**config.mk**
```make
export PLATFORM = sky130hd
export DESIGN_NAME = perf_monitor_pair
export DESIGN_NICKNAME = d
export VERILOG_FILES = /design/src/logic/perf_mon_pkg.sv /design/src/logic/perf_monitor_pair.sv
export SDC_FILE = /design/constraint.sdc
export NUM_CORES = 1
export LEC_CHECK = 0
export ABC_AREA = 1
export BUFFER_PORTS_ARGS = -buffer_cell sky130_fd_sc_hd__buf_2
export CORE_ASPECT_RATIO = 2
export CORE_UTILIZATION = 65
export DETAILED_ROUTE_END_ITERATION = 10
export GPL_TIMING_DRIVEN = 0
export PLACE_DENSITY = 0.94
export SETUP_SLACK_MARGIN = 0.1
export SYNTH_ARGS = -nofsm -noshare
export SYNTH_HDL_FRONTEND = slang
export SYNTH_SLANG_ARGS = --single-unit
```
**constraint.sdc**
```tcl
create_clock -name clk -period 13.05 [get_ports clk]
set_input_delay 2.61 -clock clk [delete_from_list [all_inputs] [get_ports clk]]
set_output_delay 2.61 -clock clk [all_outputs]
set_load 0.03 [all_outputs]
```
**src/logic/perf_mon_pkg.sv**
```systemverilog
package perf_mon_pkg;
    // ************************************************************
    // Register map
    // ************************************************************
    localparam int          ADDR_W     = 8;
    localparam int          DATA_W     = 8;
    localparam logic [7:0]  OFF_CTRL   = 8'h44;
    localparam logic [7:0]  OFF_DATA0  = 8'h48;
    localparam logic [7:0]  OFF_DATA1  = 8'h49;
    localparam logic [7:0]  OFF_SDCFG  = 8'h4c;
    localparam int          SEL0_LSB   = 0;
    localparam int          SEL1_LSB   = 4;
    localparam int          SEL_W      = 3;
    localparam int          PG_LSB     = 0;
    localparam int          BANK4_BIT  = 2;
    localparam int          WBEN_BIT   = 3;
    localparam int          WM_LSB     = 4;
    localparam logic [7:0]  CTRL_RST   = 8'h00;
    localparam logic [7:0]  SDCFG_RST  = 8'h00;
    // ************************************************************
    // Integrator and tracker constants
    // ************************************************************
    localparam logic [7:0]  EST_INIT   = 8'h80;
    localparam logic [7:0]  EST_FULL   = 8'hff;
    localparam logic [7:0]  EST_ZERO   = 8'h00;
    localparam int          LFSR_W     = 31;
    localparam int          TAP_A      = 30;
    localparam int          TAP_B      = 27;
    localparam logic [30:0] SEED0      = 31'h2a5c_3e17;
    localparam logic [30:0] SEED1      = 31'h1357_9bdf;
    localparam int          ADR_W      = 27;
    localparam int          PAGE_BASE  = 10;
    localparam int          ROW_W      = 14;
    localparam int          LVL_W      = 6;

    typedef enum logic [2:0] {
        PM_OFF       = 3'b000,
        PM_WB_HIT    = 3'b001,
        PM_RD_MERGE  = 3'b010,
        PM_WB_FULL   = 3'b011,
        PM_RB_HIT    = 3'b100,
        PM_PAGE_MISS = 3'b101
    } param_e;

    typedef struct packed {
        logic smp;
        logic hit;
    } event_s;

    typedef struct packed {
        event_s wb_hit;
        event_s rd_merge;
        event_s wb_full;
        event_s rb_hit;
    } events_s;

    typedef struct packed {
        logic             valid;
        logic [ADR_W-1:0] addr;
    } access_s;
endpackage

```
**src/logic/perf_monitor_pair.sv**
```systemverilog
// Strobed register access and the register offsets were chosen for this implementation.
`timescale 1ns/1ns
module perf_monitor_pair #(
    parameter int CNT_W = 8
) (
    input  wire logic                                clk,
    input  wire logic                                reset_n,
    input  wire logic                                prog_reset,
    input  wire logic [perf_mon_pkg::ADDR_W-1:0]     addr,
    input  wire logic [perf_mon_pkg::DATA_W-1:0]     wdata,
    input  wire logic                                wr_stb,
    input  wire logic                                rd_stb,
    output logic      [perf_mon_pkg::DATA_W-1:0]     rdata,
    input  wire perf_mon_pkg::events_s               events,
    input  wire perf_mon_pkg::access_s               access,
    input  wire logic                                refresh,
    input  wire logic                                rd_pending,
    input  wire logic [perf_mon_pkg::LVL_W-1:0]      wb_level,
    output logic                                     grant_rd,
    output logic                                     grant_wb,
    output logic                                     wb_req,
    output logic                                     page_miss
);
    // ************************************************************
    // Elaboration checks
    // ************************************************************
    if (CNT_W != 8) begin : g_bad_width
        $error("Counter width must be 8 to match the register width");
    end

    // ************************************************************
    // Reset synchroniser
    // ************************************************************
    logic                           rst_meta_ff;
    logic                           rst_n_ff;
    logic [7:0]                     ctrl_ff;
    logic [7:0]                     sdcfg_ff;
    logic [7:0]                     rdata_ff;
    logic [CNT_W-1:0]               est_ff [2];
    logic [perf_mon_pkg::LFSR_W-1:0] lfsr_ff [2];
    logic [3:0]                     open_ff;
    logic [perf_mon_pkg::ROW_W-1:0] row_ff [4];
    logic                           pm_smp_ff;
    logic                           pm_miss_ff;
    logic                           grant_rd_ff;
    logic                           grant_wb_ff;
    logic                           wb_req_ff;
    logic [1:0]                     bank;
    logic [perf_mon_pkg::ROW_W-1:0] row;
    logic [perf_mon_pkg::ADR_W-1:0] shifted;
    logic                           four;
    logic                           miss;

    // Release reset through two flops
    always_ff @(posedge clk or negedge reset_n) begin
        if (!reset_n) begin
            rst_meta_ff <= 1'b0;
            rst_n_ff    <= 1'b0;
        end else begin
            rst_meta_ff <= 1'b1;
            rst_n_ff    <= rst_meta_ff;
        end
    end

    // ************************************************************
    // Register file
    // ************************************************************
    // Control regs clear only on power-on reset
    always_ff @(posedge clk or negedge rst_n_ff) begin
        if (!rst_n_ff) begin
            ctrl_ff  <= perf_mon_pkg::CTRL_RST;
            sdcfg_ff <= perf_mon_pkg::SDCFG_RST;
        end else if (wr_stb) begin
            if (addr == perf_mon_pkg::OFF_CTRL) begin
                ctrl_ff <= wdata;
            end
            if (addr == perf_mon_pkg::OFF_SDCFG) begin
                sdcfg_ff <= wdata;
            end
        end
    end

    // Read data valid only in the cycle after the strobe
    always_ff @(posedge clk or negedge rst_n_ff) begin
        if (!rst_n_ff) begin
            rdata_ff <= 8'h00;
        end else if (rd_stb) begin
            unique case (addr)
                perf_mon_pkg::OFF_CTRL:  rdata_ff <= ctrl_ff;
                perf_mon_pkg::OFF_DATA0: rdata_ff <= est_ff[0];
                perf_mon_pkg::OFF_DATA1: rdata_ff <= est_ff[1];
                perf_mon_pkg::OFF_SDCFG: rdata_ff <= sdcfg_ff;
                default:                 rdata_ff <= 8'h00;
            endcase
        end else begin
            rdata_ff <= 8'h00;
        end
    end

    // ************************************************************
    // Page and bank tracking
    // ************************************************************
    // Split address by programmed page width and bank count
    always_comb begin
        four    = sdcfg_ff[perf_mon_pkg::BANK4_BIT];
        shifted = access.addr >> (perf_mon_pkg::PAGE_BASE
                  + int'(sdcfg_ff[perf_mon_pkg::PG_LSB +: 2]));
        bank    = four ? shifted[1:0] : {1'b0, shifted[0]};
        row     = four ? shifted[perf_mon_pkg::ROW_W+1:2]
                       : shifted[perf_mon_pkg::ROW_W:1];
        miss    = !open_ff[bank] || (row_ff[bank] != row);
    end

    // One open page per bank; refresh closes all banks not accessed in the same cycle
    for (genvar b = 0; b < 4; b++) begin : g_bank
        always_ff @(posedge clk or negedge rst_n_ff) begin
            if (!rst_n_ff) begin
                open_ff[b] <= 1'b0;
                row_ff[b]  <= '0;
            end else if (access.valid && bank == 2'(b)) begin
                open_ff[b] <= 1'b1;
                row_ff[b]  <= row;
            end else if (refresh) begin
                open_ff[b] <= 1'b0;
            end
        end
    end

    // Miss event, one per request
    always_ff @(posedge clk or negedge rst_n_ff) begin
        if (!rst_n_ff) begin
            pm_smp_ff  <= 1'b0;
            pm_miss_ff <= 1'b0;
        end else begin
            pm_smp_ff <= access.valid;
            if (access.valid) begin
                pm_miss_ff <= miss;
            end
        end
    end

    // ************************************************************
    // Write buffer request and arbitration
    // ************************************************************
    // Watermark request and read-first grant
    always_ff @(posedge clk or negedge rst_n_ff) begin
        if (!rst_n_ff) begin
            wb_req_ff   <= 1'b0;
            grant_rd_ff <= 1'b0;
            grant_wb_ff <= 1'b0;
        end else begin
            wb_req_ff   <= sdcfg_ff[perf_mon_pkg::WBEN_BIT] && (wb_level >=
                           {1'b0, sdcfg_ff[perf_mon_pkg::WM_LSB +: 4], 1'b0});
            grant_rd_ff <= rd_pending;
            grant_wb_ff <= wb_req_ff && !rd_pending;
        end
    end

    // ************************************************************
    // Integrators
    // ************************************************************
    for (genvar m = 0; m < 2; m++) begin : g_mon
        perf_mon_pkg::param_e sel;
        logic                 smp;
        logic                 bit_v;
        logic                 cmp;

        // Steer selected event stream
        always_comb begin
            sel   = perf_mon_pkg::param_e'(ctrl_ff[m*4 +: perf_mon_pkg::SEL_W]);
            smp   = 1'b0;
            bit_v = 1'b0;
            unique case (sel)
                perf_mon_pkg::PM_OFF: begin
                    smp = 1'b0;
                end
                perf_mon_pkg::PM_WB_HIT: begin
                    smp   = events.wb_hit.smp;
                    bit_v = events.wb_hit.hit;
                end
                perf_mon_pkg::PM_RD_MERGE: begin
                    smp   = events.rd_merge.smp;
                    bit_v = events.rd_merge.hit;
                end
                perf_mon_pkg::PM_WB_FULL: begin
                    smp   = events.wb_full.smp;
                    bit_v = events.wb_full.hit;
                end
                perf_mon_pkg::PM_RB_HIT: begin
                    smp   = events.rb_hit.smp;
                    bit_v = events.rb_hit.hit;
                end
                perf_mon_pkg::PM_PAGE_MISS: begin
                    smp   = pm_smp_ff;
                    bit_v = pm_miss_ff;
                end
                default: begin
                    smp = 1'b0;
                end
            endcase
            cmp = est_ff[m] > lfsr_ff[m][perf_mon_pkg::LFSR_W-1 -: CNT_W];
        end

        // Random source steps once per sample
        always_ff @(posedge clk or negedge rst_n_ff) begin
            if (!rst_n_ff) begin
                lfsr_ff[m] <= (m == 0) ? perf_mon_pkg::SEED0 : perf_mon_pkg::SEED1;
            end else if (smp) begin
                lfsr_ff[m] <= {lfsr_ff[m][perf_mon_pkg::LFSR_W-2:0],
                               lfsr_ff[m][perf_mon_pkg::TAP_A]
                               ^ lfsr_ff[m][perf_mon_pkg::TAP_B]};
            end
        end

        // Estimate moves toward the event bit, saturating
        always_ff @(posedge clk or negedge rst_n_ff) begin
            if (!rst_n_ff) begin
                est_ff[m] <= perf_mon_pkg::EST_INIT;
            end else if (prog_reset) begin
                est_ff[m] <= perf_mon_pkg::EST_INIT;
            end else if (smp && (cmp != bit_v)) begin
                if (bit_v && est_ff[m] != perf_mon_pkg::EST_FULL) begin
                    est_ff[m] <= est_ff[m] + 8'h01;
                end else if (!bit_v && est_ff[m] != perf_mon_pkg::EST_ZERO) begin
                    est_ff[m] <= est_ff[m] - 8'h01;
                end
            end
        end
    end

    assign rdata     = rdata_ff;
    assign grant_rd  = grant_rd_ff;
    assign grant_wb  = grant_wb_ff;
    assign wb_req    = wb_req_ff;
    assign page_miss = pm_miss_ff;

    // Monitor 0 sample and event bit taps for the checks
    logic en0;
    logic hit0;
    assign en0 = g_mon[0].smp;
    assign hit0 = g_mon[0].bit_v;
endmodule

```
* Word-level counts from Yosys, hierarchy flattened
Cells that the tools add are included.
** Storage, ports and cells
- Flip-flop bits (word level) :: 169
- Output and inout port bits :: 12
- Word-level logic and storage cells :: 116
** Operators by class
- $add $sub $neg :: 5
- $lt $le $gt $ge :: 5
- Eq/ne operators :: 22
- Shift-type cells :: 1
- Mux-type cells :: 26
- Bitwise logic cells :: 3
- Reductions and logical operators :: 32
** Operators by type and width (count)
- $mux W8 :: 9
- $mux W14 :: 3
- $eq A8 B7 Y1 const B :: 4
- $pmux W8 S4 :: 1
- $bmux W14 S2 :: 1
- $shr A27 B5 Y16 :: 1
- $pmux W1 S5 :: 4
- $add A8 B1 Y8 const B :: 2
- $gt A8 B8 Y1 :: 2
- $ne A8 B8 Y1 const B :: 2
- $reduce_bool A8 Y1 :: 2
- $sub A8 B1 Y8 const B :: 2
- $ne A14 B14 Y1 :: 1
- $eq A3 B2 Y1 const B :: 4
- $eq A3 B3 Y1 const B :: 4
- $logic_and A1 B1 Y1 :: 12
- $reduce_bool A2 Y1 :: 6
- $reduce_and A2 Y1 :: 4
- $eq A3 B1 Y1 const B :: 2
- $ge A6 B5 Y1 :: 1
- $mux W1 :: 6
- $reduce_bool A3 Y1 :: 2
- $add A4 B2 Y5 const A :: 1
- $eq A2 B2 Y1 const B :: 2
- 11 further kinds :: 16

* Logic depth before layout (Yosys ltp)
Gate-level depths: netlist of run 1.
- Depth after elaboration :: 9
- Gate-level depth with buffers :: 17

* Least setup slack after synthesis of run 1
Ideal clock, no wire load.
- Path type :: input port to flip-flop
- Start point :: input port events[0] (netlist name)
- End point :: register est_ff[6] (netlist name)
- Arrival :: 4374 ps
- Required time :: 12929 ps
- Slack :: 8555 ps
- Stages :: 13
- Path buffers :: 0
- Cell sequence :: nand4_1 > nand3_1 > o21ai_1 > inv_1 > fa_1 > o21ai_0 > nand2_1 > nand2_1 > a21oi_1 > xor2_1 > nor2_1 > nand2_1 > o21ai_1
** Between the ends
- Cells in the longest elaborated chain, start to end :: 5
** Ends and longest elaborated chain
- start: declaration :: RTL line perf_monitor_pair.sv:14 : input wire perf_mon_pkg::events_s events,
- $pmux W1 S5 (*) :: RTL line perf_monitor_pair.sv:173 : unique case (sel)
- $logic_and A1 B1 Y1, or another cell as far along :: RTL line perf_monitor_pair.sv:222 : if (bit_v && est_ff[m] != perf_mon_pkg::EST_FULL) begin
- $mux W8, or another cell as far along :: RTL line perf_monitor_pair.sv:222
- $mux W8, or another cell as far along :: RTL line perf_monitor_pair.sv:221 : end else if (smp && (cmp != bit_v)) begin
- $mux W8 / $reduce_and A2 Y1 (equally long branches)
- end signal: indexed assignment :: RTL line perf_monitor_pair.sv:218 : est_ff[m] <= perf_mon_pkg::EST_INIT;
- end signal: indexed assignment :: RTL line perf_monitor_pair.sv:220 : est_ff[m] <= perf_mon_pkg::EST_INIT;
- end signal: indexed assignment :: RTL line perf_monitor_pair.sv:223 : est_ff[m] <= est_ff[m] + 8'h01;
- end: declaration :: RTL line perf_monitor_pair.sv:39 : logic [CNT_W-1:0] est_ff [2];
Every way passes the cells marked *; elsewhere a longest branch is shown, timed or not. The select of a mux whose other input is x is not followed.
A chain may end at the register's enable or synchronous reset.

* Worst setup path after layout of run 1
Ends and elaborated chain as after synthesis.

==> metrics.md, run 1 <==
| Metric | Value |
|---|---|
| Seq/Total Area, Yosys | `46.4%` |
| Total wire length | `25100 um` |
| Worst Tran Pin Value | `0.766 ns` |
| Peak Freq | `213 MHz` |
| CTS H-tree lvls | `4` |
| Initial antenna violation count | `1` |
| IO buf count | `65` |
| Most frequent cells in the layout | `347 x nand2_1, 130 x dfrtp_1, 125 x inv_1` |
| Worst slack, placed | `8.01 ns` |
| Synthesized Nets | `1289` |
| Setup WS post-layout | `8.35 ns` |
| Vias in the first global route | `8942` |
| DRC Markers | `0` |
| Inserted Clock Buffers | `17` |
| RD Place Congestion | `1.03` |
| HP Class | `flop to flop` |
| Fill count | `1029` |
| Most used routing layer | `met2` |
| CTS tree | `yes` |
| YS warnings | `0` |
| Clock Pin Slew Worst Setup and Hold Paths | `0.06 ns` |
| GRT met2 Usage | `67.2%` |
| Largest fanout on the critical path | `9` |
| Cts hold-fix bufs | `0` |
| Met3 Resource Use GR | `6.50%` |
| Initial DRT Pass Iterations | `6` |
| RSZ-0062 raised after global routing | `false` |
| Total global routing track utilization | `37.2%` |
| Worst reg2reg endpoint | `est_ff[6]` |
| DR vias | `8694` |
| CORE AREA | `0.0139 sq mm` |
| Synth Instances | `1190` |
| Setup crit end | `est_ff[6]` |
| Final TNS setup | `0 ns` |
| Worst EP required | `13.36 ns` |
| Clock Latency Late Sink | `0.43 ns` |
| Clk buf depth | `2` |
| Netlist Area Pre-Place | `0.00922 sq mm` |
| Inst Count DP | `1446` |
| Initial Utilization | `66.3%` |
| Post-DRT Antenna Nets | `0` |
| Initial drt markers | `590` |
| Final setup viols | `0` |
| Power Density | `157 mW/mm^2` |
| Post-synth EDFFs | `0` |
| Worst R2R Path Depth | `14` |
| Die Height | `170 um` |
| Clock root buffer | `clkbuf_16` |
| Final Hold Violating Endpoints | `0` |
| Global-route wire length before repair | `41400 um` |
| RR Startpoint | `ctrl_ff[5]` |
| Fin nets | `1375` |
| WL per Instance | `17.0 um` |
| Leak Pwr | `5.09 nW` |
| Met1 Resource Use GR | `36.6%` |
| CP Data Arrival Time | `5.02 ns` |
| Final Slew Violations | `0` |
| Final worst path period need | `4.70 ns` |
| R2r setup slk | `9.98 ns` |
| Relative slew slack | `48.4%` |
| Run status | `finished clean` |
| Post-DP HPWL | `18200 um` |
| Synthesis-to-layout area growth | `12.8%` |
| Setup Fix Bufs, Post-CTS | `0` |
| Commonest non-fill, non-tap cell in the layout | `nand2_1` |
| Site row count | `61` |
| Fin crit share | `36.0%` |
| Async set-reset flop share out of synthesis | `100%` |
| IO Pins | `77` |
| Post-synth cell types | `46` |
| Crit. End Element | `flop` |
| GRT overflow | `0` |
| Kind of critical path | `input pin to flop` |
| Vias per cell | `5.88` |
| # resized after CTS | `0` |
| Max Cap Viol | `0` |
| Clock skew | `0.00887 ns` |
| Top_reg_cell synth | `dfrtp_1` |
| Seq cells post-synth | `169` |
| Crit path launch | `events[0]` |
| Clock net sink count | `169` |
| CP startpoint kind | `input pin` |
| Pin count of the biggest net entering global routing | `74` |
| Share of cells above drive strength 1 | `14.7%` |
| Post-Syn Area per Cell | `7.74 sq um` |
| Die Area | `0.0147 sq mm` |
| Hold path cells | `0` |
| Peak VDD IR | `109 uV` |
| Final Non-Filler Cells | `1479` |
| Die W | `86.2 um` |
==> metrics by stage <==
step / util (%) / power (mW) / hold WS [ns] / instance area (sq um)
4_1_cts: 74.8 / 1.63 / 0.349 / 10400
2_1_floorplan: - / 1.03 / 0.331 / 9220
3_5_place_dp: 70.8 / 1.14 / 0.336 / 9840
3_3_place_gp: 70.4 / 1.11 / 0.335 / 9780
5_1_grt: 74.8 / 1.73 / 0.366 / 10400
6_report: 74.8 / 1.63 / 0.348 / 10400
==> metal layers <==
metal,vias up,routed length (um)
li1,4050,-
met1,4079,8370
met2,410,13400
met3,153,1340
met4,2,1980
met5,-,16
==> critical path: stages <==
cell	delay, ns
buf_2	0.12
nand4_1	0.08
nand3_1	0.09
o21ai_1	0.54
inv_1	0.16
fa_1	0.43
o21ai_0	0.36
nand2_1	0.13
nand2_1	0.09
a21oi_1	0.07
xor2_1	0.13
nor2_1	0.05
nand2_1	0.08
o21ai_1	0.06
==> Yosys cell counts (5+ instances only) <==
cell / n / share of area [%]
nand2_1: 347 / 14
dfrtp_1: 131 / 36
inv_1: 125 / 5.1
o21ai_0: 123 / 6.7
nand3_1: 108 / 5.9
nor2_1: 65 / 2.6
a21oi_1: 56 / 3.0
dfstp_2: 38 / 11
ha_1: 32 / 4.3
o21ai_1: 26 / 1.4
buf_2: 22 / 1.2
nand4_1: 20 / 1.4
clkbuf_1: 19 / 0.77
nand3b_1: 7 / 0.57
o22ai_1: 7 / 0.48
buf_6: 6 / 0.73
xnor2_1: 6 / 0.57
a221oi_1: 5 / 0.48
==> power breakdown <==
group | internal [mW] | leakage [nW] | switching, mW
clock | 0.268 | 0.281 | 0.214
combinational | 0.151 | 2.71 | 0.252
sequential | 0.676 | 2.10 | 0.0728
==> how the worst min path moves through the flow <==
stage	start	endpoint
finish	rst_meta_ff	rst_n_ff
global route	rst_meta_ff	rst_n_ff
CTS	rst_meta_ff	rst_n_ff
detailed placement	rst_meta_ff	rst_n_ff
global placement	rst_meta_ff	rst_n_ff
floorplan	rst_meta_ff	rst_n_ff
==> layout make-up <==
type	count	area, sq um	area share (%)
buffer	50	268	2.58
timing repair buffer	67	380	3.66
tap	189	236	2.27
sequential	169	4280	41.2
antenna	1	2.50	0.0241
inverter	130	490	4.72
clock buffer	18	439	4.22
clock inverter	14	119	1.14
multi-input combinational	841	4180	40.2
==> cells by family after synthesis <==
| kind of cell | Yosys count | share of synthesized area, % |
|---|---|---|
| AO/OA/AOI/OAI | 225 | 12.8 |
| adder cells (fa/ha/maj) | 34 | 4.78 |
| XOR/XNOR | 10 | 0.950 |
| AND/OR/NAND/NOR | 570 | 26.7 |
| other | 1 | 0.0407 |
| buffers and inverters | 180 | 8.23 |
| multiplexers | 1 | 0.122 |
| flip-flops | 169 | 46.4 |
==> state kept, by name, summed over array words and instances, names as in the netlist <==
name,cells
rst_n_ff,1
open_ff,4
row_ff,56
est_ff,16
grant_rd,1
rst_meta_ff,1
pm_smp_ff,1
wb_req,1
page_miss,1
lfsr_ff,62
sdcfg_ff,8
ctrl_ff,8
grant_wb,1
rdata,8
Note: power is estimated with default switching activity, not from simulation.
==> run 2: changes to the inputs <==
- ABC_AREA: 1 -> 0
- CORE_UTILIZATION: 65 -> 60
- PLACE_DENSITY: 0.94 -> 0.88
- clock period: 13.05 -> 4.5 ns (I/O delays scaled with it)
==> metrics.md, run 2 <==
| Metric | Value |
|---|---|
| Yosys top cell area share | `37.1% (was 35.6%)` |
| GRT overflow | `0 (unchanged)` |
| Die W | `87.8 um (was 86.2 um)` |
| Initial drt markers | `430 (was 590)` |
| Vias in the first global route | `7095 (was 8942)` |
| CTS H-tree lvls | `4 (unchanged)` |
| Final Slew Violations | `0 (unchanged)` |
| Int Power | `2.75 mW (was 1.09 mW)` |
| HP Class | `input pin to asynchronous set/reset pin (was flop to flop)` |
| Global-route wire length before repair | `34200 um (was 41400 um)` |
| Switch share | `29.2% (was 33.0%)` |
| Sequential share of power | `44.3% (was 45.8%)` |
| Crit-path cells | `buf_2, mux2_2, a21oi_1, o21bai_1, ha_1, a21o_1, a21oi_1, o21ai_0, a2111oi_0, o31ai_1, a21boi_1, mux2i_1 (was buf_2, nand4_1, nand3_1, o21ai_1, inv_1, fa_1, o21ai_0, nand2_1, nand2_1, a21oi_1, xor2_1, nor2_1, nand2_1, o21ai_1)` |
| Final Non-Filler Cells | `1098 (was 1479)` |
| Synthesized Nets | `905 (was 1289)` |
| Clock skew | `0.0129 ns (was 0.00887 ns)` |
| Clock share of power | `36.6% (was 29.5%)` |
| DR vias | `6669 (was 8694)` |
| Run status | `finished clean (unchanged)` |
| Largest fanout on the critical path | `10 (was 9)` |
| Final setup viols | `0 (unchanged)` |
| Share of cells above drive strength 1 | `26.3% (was 14.7%)` |
| Peak VDD IR | `291 uV (was 109 uV)` |
| Vias per cell | `6.07 (was 5.88)` |
| RD Place Congestion | `0.976 (was 1.03)` |
| Max incr delay on CP | `0.62 ns (was 0.54 ns)` |
| Crit. End Element | `flop (unchanged)` |
| Most frequent cells in the layout | `130 x dfrtp_1, 79 x nand2_1, 75 x buf_2 (was 347 x nand2_1, 130 x dfrtp_1, 125 x inv_1)` |
| Synth Instances | `806 (was 1190)` |
| Netlist Area Pre-Place | `0.00884 sq mm (was 0.00922 sq mm)` |
| Max FFs per register | `62 (unchanged)` |
| Clk buf depth | `2 (unchanged)` |
| Clock Latency Late Sink | `0.43 ns (about the same)` |
| Site row count | `62 (was 61)` |
| Post-DP HPWL | `15200 um (was 18200 um)` |
| Initial DRT Pass Iterations | `5 (was 6)` |
| Largest reg by FF count | `lfsr_ff (unchanged)` |
| Clock root buffer | `clkbuf_16 (unchanged)` |
| CP startpoint kind | `flop (was input pin)` |
| Kind of critical path | `flop to flop (was input pin to flop)` |
| Seq cells post-synth | `169 (unchanged)` |
| Net Sw Power | `1.14 mW (was 0.539 mW)` |
| Inst Count DP | `1065 (was 1446)` |
| Most common cell in the netlist | `dfrtp_1 (was nand2_1)` |
| Fill count | `1002 (was 1029)` |
| Post-synth cell types | `57 (was 46)` |
| Cts hold-fix bufs | `0 (unchanged)` |
| Fin crit share | `83.4%` |
| Die Height | `174 um (was 170 um)` |
| Relative slew slack | `44.5% (was 48.4%)` |
| Top Registers | `lfsr_ff: 62 flops, row_ff: 56 flops, est_ff: 16 flops (unchanged)` |
| Max Cap Viol | `0 (unchanged)` |
| Fin nets | `991 (was 1375)` |
| RSZ-0062 raised after global routing | `false (unchanged)` |
| Top_reg_cell synth | `dfrtp_1 (unchanged)` |
| Leak Pwr | `4.66 nW (was 5.09 nW)` |
| IO buf count | `65 (unchanged)` |
| Die Area | `0.0153 sq mm (was 0.0147 sq mm)` |
| Clock Pin Slew Worst Setup and Hold Paths | `0.06 ns (about the same)` |
| CP max stage cell | `a2111oi_0 (was o21ai_1)` |
| Worst Tran Pin Value | `0.830 ns (was 0.766 ns)` |
| Total global routing track utilization | `29.8% (was 37.2%)` |
| Initial Utilization | `61.6% (was 66.3%)` |
| Post-Syn Area per Cell | `11.0 sq um (was 7.74 sq um)` |
| Synthesis-to-layout area growth | `13.6% (was 12.8%)` |
| Power Density | `387 mW/mm^2 (was 157 mW/mm^2)` |
| CTS tree | `yes (unchanged)` |
| Cell accounting for the most synthesized area | `dfrtp_1 (unchanged)` |
| YS warnings | `0 (unchanged)` |
| Setup Fix Bufs, Post-CTS | `0 (unchanged)` |
| Inserted Clock Buffers | `17 (unchanged)` |
| WL per Instance | `19.1 um (was 17.0 um)` |
| CP Data Arrival Time | `4.10 ns (was 5.02 ns)` |
| Most common cell on crit path | `a21oi_1 (was nand2_1)` |
| Clock net sink count | `169 (unchanged)` |
| DRC Markers | `0 (unchanged)` |
| Synth top area cells | `dfrtp_1 37%, dfstp_2 11%, mux2_2 8.7% (was dfrtp_1 36%, nand2_1 14%, dfstp_2 11%)` |
| Setup WS post-layout | `0.745 ns (was 8.35 ns)` |
| Pin count of the biggest net entering global routing | `64 (was 74)` |
| Post-DRT Antenna Nets | `0 (unchanged)` |
| CORE AREA | `0.0144 sq mm (was 0.0139 sq mm)` |
| Total wire length | `21000 um (was 25100 um)` |
| Gate power share | `19.1% (was 24.7%)` |
| Final TNS setup | `0 ns (unchanged)` |
| Seq/Total Area, Yosys | `48.4% (was 46.4%)` |
| Initial antenna violation count | `2 (was 1)` |
| Peak Freq | `266 MHz` |
| IO Pins | `77 (unchanged)` |
| Async set-reset flop share out of synthesis | `100% (unchanged)` |
| Commonest non-fill, non-tap cell in the layout | `dfrtp_1 (was nand2_1)` |
| Final worst path period need | `3.75 ns` |
| # resized after CTS | `0 (unchanged)` |
| Worst EP required | `4.85 ns (was 13.36 ns)` |
| Worst slack, placed | `0.507 ns (was 8.01 ns)` |
| Post-synth EDFFs | `0 (unchanged)` |
| Commonest cells post-synth | `131 x dfrtp_1, 79 x nand2_1, 69 x mux2i_1, 68 x mux2_2, 58 x o21ai_0 (was 347 x nand2_1, 131 x dfrtp_1, 125 x inv_1, 123 x o21ai_0, 108 x nand3_1)` |
| Final Hold Violating Endpoints | `0 (unchanged)` |
==> run 2: path summary, 6_finish.rpt <==
path	start	to	slack (ns)	cells after the start
max	ctrl_ff[0]	est_ff[15]	0.75	12
max reg2reg	ctrl_ff[0]	est_ff[15]	0.75	12
min reg2reg	rst_n_ff	lfsr_ff[36]	0.33	0
min	reset_n	rst_n_ff	0.25	1
min in group clk	rst_meta_ff	rst_n_ff	0.35	0
max in group asynchronous	rst_n_ff	est_ff[15]	3.08	2
==> run 2: area by class of cell <==
cell class	instances	area (sq um)	area share, %
Tap cell	192	240	2.39
Clock inverter	12	116	1.16
Inverter	36	135	1.35
Timing Repair Buffer	67	380	3.79
Sequential cell	169	4280	42.6
Multi-Input combinational cell	561	4210	41.9
Antenna cell	1	2.50	0.0249
Buffer	40	219	2.18
Clock buffer	20	458	4.56
==> run 2: routing by layer <==
metal  up-vias  track usage, %  wire length, um
met5         -               0                0
met4         0            20.5             1500
met3       114            5.33             1070
met2       289            52.9            11200
met1      3248            30.6             7210
li1       3018               -                -
==> run 2: stage by stage <==
stage / util (%) / hold slack [ns] / total power, mW / instance area (sq um)
after floorplan: - / 0.331 / 2.26 / 8840
after global placement: 65.6 / 0.335 / 2.43 / 9410
after detailed placement: 66.0 / 0.337 / 2.47 / 9470
after CTS: 70.0 / 0.239 / 3.89 / 10000
after global routing: 70.0 / 0.237 / 4.05 / 10000
final: 70.0 / 0.245 / 3.89 / 10000
==> run 2: logic make-up after synthesis <==
group | share of synthesized area, %
flops | 48.4
mux | 19.4
other cells | 0.0424
buf+inv | 4.00
fa+ha+maj | 4.98
compound gates | 11.7
xor+xnor | 2.38
simple gates | 9.06
==> run 2: critical path, delay by kind of cell, from the launching register on <==
kind                     cells  cell delay (ns)
buffers and inverters        1             0.21
flip-flops                   1             0.33
AO/OA/AOI/OAI                8             2.19
multiplexers                 2             0.58
adder cells (fa/ha/maj)      1             0.37
==> run 2: power groups by stage <==
stage,Sequential (mW),Clock [mW],Combinational (mW)
after floorplan,1.73,0,0.536
after global placement,1.76,0,0.671
after detailed placement,1.74,0,0.722
after CTS,1.72,1.43,0.736
after global routing,1.73,1.50,0.818
final,1.72,1.42,0.744
==> run 3: changes to the inputs <==
- clock period: 4.5 -> 3.8 ns (I/O delays scaled with it)
==> metrics.md, run 3 (synthesized netlist as in run 2, its figures left out) <==
| Metric | Value |
|---|---|
| IO buf count | `65 (unchanged)` |
| Die Height | `174 um (unchanged)` |
| Run status | `finished clean (unchanged)` |
| Max FFs per register | `62 (unchanged)` |
| Cts hold-fix bufs | `0 (unchanged)` |
| Crit-path cells | `buf_6, nand2b_1, mux4_2, o21bai_4, ha_1, a21o_1, a21oi_1, o21ai_0, a2111oi_0, o21ai_0, a21oi_1, mux2i_1 (was buf_2, mux2_2, a21oi_1, o21bai_1, ha_1, a21o_1, a21oi_1, o21ai_0, a2111oi_0, o31ai_1, a21boi_1, mux2i_1)` |
| CTS H-tree lvls | `4 (unchanged)` |
| Fin crit share | `90.3% (was 83.4%)` |
| Fill count | `999 (was 1002)` |
| Clock root buffer | `clkbuf_16 (unchanged)` |
| WL per Instance | `19.1 um (about the same)` |
| Commonest non-fill, non-tap cell in the layout | `dfrtp_1 (unchanged)` |
| GRT overflow | `0 (unchanged)` |
| Pin count of the biggest net entering global routing | `64 (unchanged)` |
| Clock skew | `0.0155 ns (was 0.0129 ns)` |
| Die W | `87.8 um (unchanged)` |
| DR vias | `6616 (was 6669)` |
| WHS | `0.105 ns (was 0.245 ns)` |
| Post-DRT Antenna Nets | `0 (unchanged)` |
| Most frequent cells in the layout | `130 x dfrtp_1, 79 x nand2_1, 75 x buf_2 (unchanged)` |
| Inserted Clock Buffers | `17 (unchanged)` |
| Peak VDD IR | `345 uV (was 291 uV)` |
| Largest fanout on the critical path | `10 (unchanged)` |
| Kind of critical path | `flop to flop (unchanged)` |
| # resized after CTS | `0 (unchanged)` |
| Share of cells above drive strength 1 | `26.4% (was 26.3%)` |
| Initial DRT Pass Iterations | `6 (was 5)` |
| CP max stage cell | `mux4_2 (was a2111oi_0)` |
| Largest reg by FF count | `lfsr_ff (unchanged)` |
| Post-DP HPWL | `15200 um (unchanged)` |
| Relative slew slack | `47.9% (was 44.5%)` |
| Worst slack, placed | `-0.0534 ns (was 0.507 ns)` |
| Final Hold Violating Endpoints | `0 (unchanged)` |
| Post-layout util | `70.0% (about the same)` |
| Max Cap Viol | `0 (unchanged)` |
| CTS tree | `yes (unchanged)` |
| Clk buf depth | `2 (unchanged)` |
| Global-route wire length before repair | `34200 um (unchanged)` |
| Total wire length | `21000 um (about the same)` |
| Clock Pin Slew Worst Setup and Hold Paths | `0.07 ns (was 0.06 ns)` |
| Worst EP required | `4.17 ns (was 4.85 ns)` |
| Die Area | `0.0153 sq mm (unchanged)` |
| Top Registers | `lfsr_ff: 62 flops, row_ff: 56 flops, est_ff: 16 flops (unchanged)` |
| Synthesis-to-layout area growth | `13.6% (about the same)` |
| CP Data Arrival Time | `3.80 ns (was 4.10 ns)` |
| IO Pins | `77 (unchanged)` |
| Clock Latency Late Sink | `0.43 ns (about the same)` |
| CP startpoint kind | `flop (unchanged)` |
| Final Slew Violations | `0 (unchanged)` |
| Vias per cell | `6.03 (was 6.07)` |
| Leak Pwr | `4.66 nW (about the same)` |
| Fin nets | `991 (unchanged)` |
| RD Place Congestion | `0.976 (unchanged)` |
| Initial antenna violation count | `2 (unchanged)` |
| Max incr delay on CP | `0.52 ns (was 0.62 ns)` |
| Site row count | `62 (unchanged)` |
| Power Density | `458 mW/mm^2 (was 387 mW/mm^2)` |
| Peak Freq | `291 MHz (was 266 MHz)` |
| Total global routing track utilization | `29.8% (unchanged)` |
| RSZ-0062 raised after global routing | `false (unchanged)` |
| CORE AREA | `0.0144 sq mm (unchanged)` |
| Setup Fix Bufs, Post-CTS | `0 (unchanged)` |
| Final setup viols | `0 (unchanged)` |
| Worst Tran Pin Value | `0.760 ns (was 0.830 ns)` |
| Crit. End Element | `flop (unchanged)` |
| Setup WS post-layout | `0.369 ns (was 0.745 ns)` |
| HP Class | `input pin to asynchronous set/reset pin (unchanged)` |
| DRC Markers | `0 (unchanged)` |
| Vias in the first global route | `7095 (unchanged)` |
| Final worst path period need | `3.43 ns (was 3.75 ns)` |
| Initial drt markers | `458 (was 430)` |
| Clock net sink count | `169 (unchanged)` |
| Initial Utilization | `61.6% (unchanged)` |
==> run 3: cell count changes in the layout (fill, tap and decap cells not counted) <==
cell       previous run  this run
a2111oi_0             3         2
a2111oi_1             0         1
o21bai_1              2         1
o21bai_2              0         1
==> run 3: cell type report <==
| type | count | area [sq um] | area share (%) |
|---|---|---|---|
| diodes | 1 | 2.50 | 0.0249 |
| plain buffers | 40 | 219 | 2.18 |
| clock buffers | 20 | 458 | 4.56 |
| clock inverters | 12 | 116 | 1.16 |
| inverters | 36 | 135 | 1.34 |
| multi-input cells | 561 | 4220 | 42.0 |
| flip-flops and latches | 169 | 4280 | 42.6 |
| well taps | 192 | 240 | 2.39 |
| repair buffers | 67 | 380 | 3.79 |
==> run 3: critical path: cells and delay by family (launching register included) <==
family	cells	cell delay, ns
DFF	1	0.37
buffers and inverters	1	0.14
and+or+nand+nor	1	0.15
adders and majority gates	1	0.29
AOI/OAI and AO/OA	7	1.68
muxes	2	0.72
==> run 3: path summary, 6_finish.rpt <==
path	startpoint	end	slack, ns	cells after the start
setup / recovery	ctrl_ff[5]	est_ff[7]	0.37	12
hold / removal	reset_n	rst_n_ff	0.11	1
setup reg to reg	ctrl_ff[5]	est_ff[7]	0.37	12
hold reg to reg	rst_n_ff	lfsr_ff[36]	0.33	0
max in group asynchronous	rst_n_ff	est_ff[15]	2.38	2
min in group clk	rst_meta_ff	rst_n_ff	0.35	0
==> run 3: power breakdown <==
group	internal [mW]	switching, mW	leakage (nW)
registers	1.92	0.117	2.14
clock network	0.949	0.735	0.276
logic	0.393	0.488	2.25
total	3.26	1.34	4.66
==> run 3: layer usage <==
layer  vias up  routed length, um  GRT usage, %
met5         -                  0             0
met4         0               1380          20.5
met3        98               1010          5.33
met2       237              11300          52.9
met1      3263               7300          30.6
li1       3018                  -             -
==> run 3: stage by stage <==
step | setup TNS, ns | cells | power [mW] | cell area, sq um
final | 0 | 1098 | 4.60 | 10000
after detailed placement | -0.0534 | 1065 | 2.92 | 9470
after CTS | 0 | 1097 | 4.60 | 10000
after global placement | 0 | 1063 | 2.88 | 9410
after floorplan | 0 | 806 | 2.68 | 8840
after global routing | 0 | 1097 | 4.80 | 10000
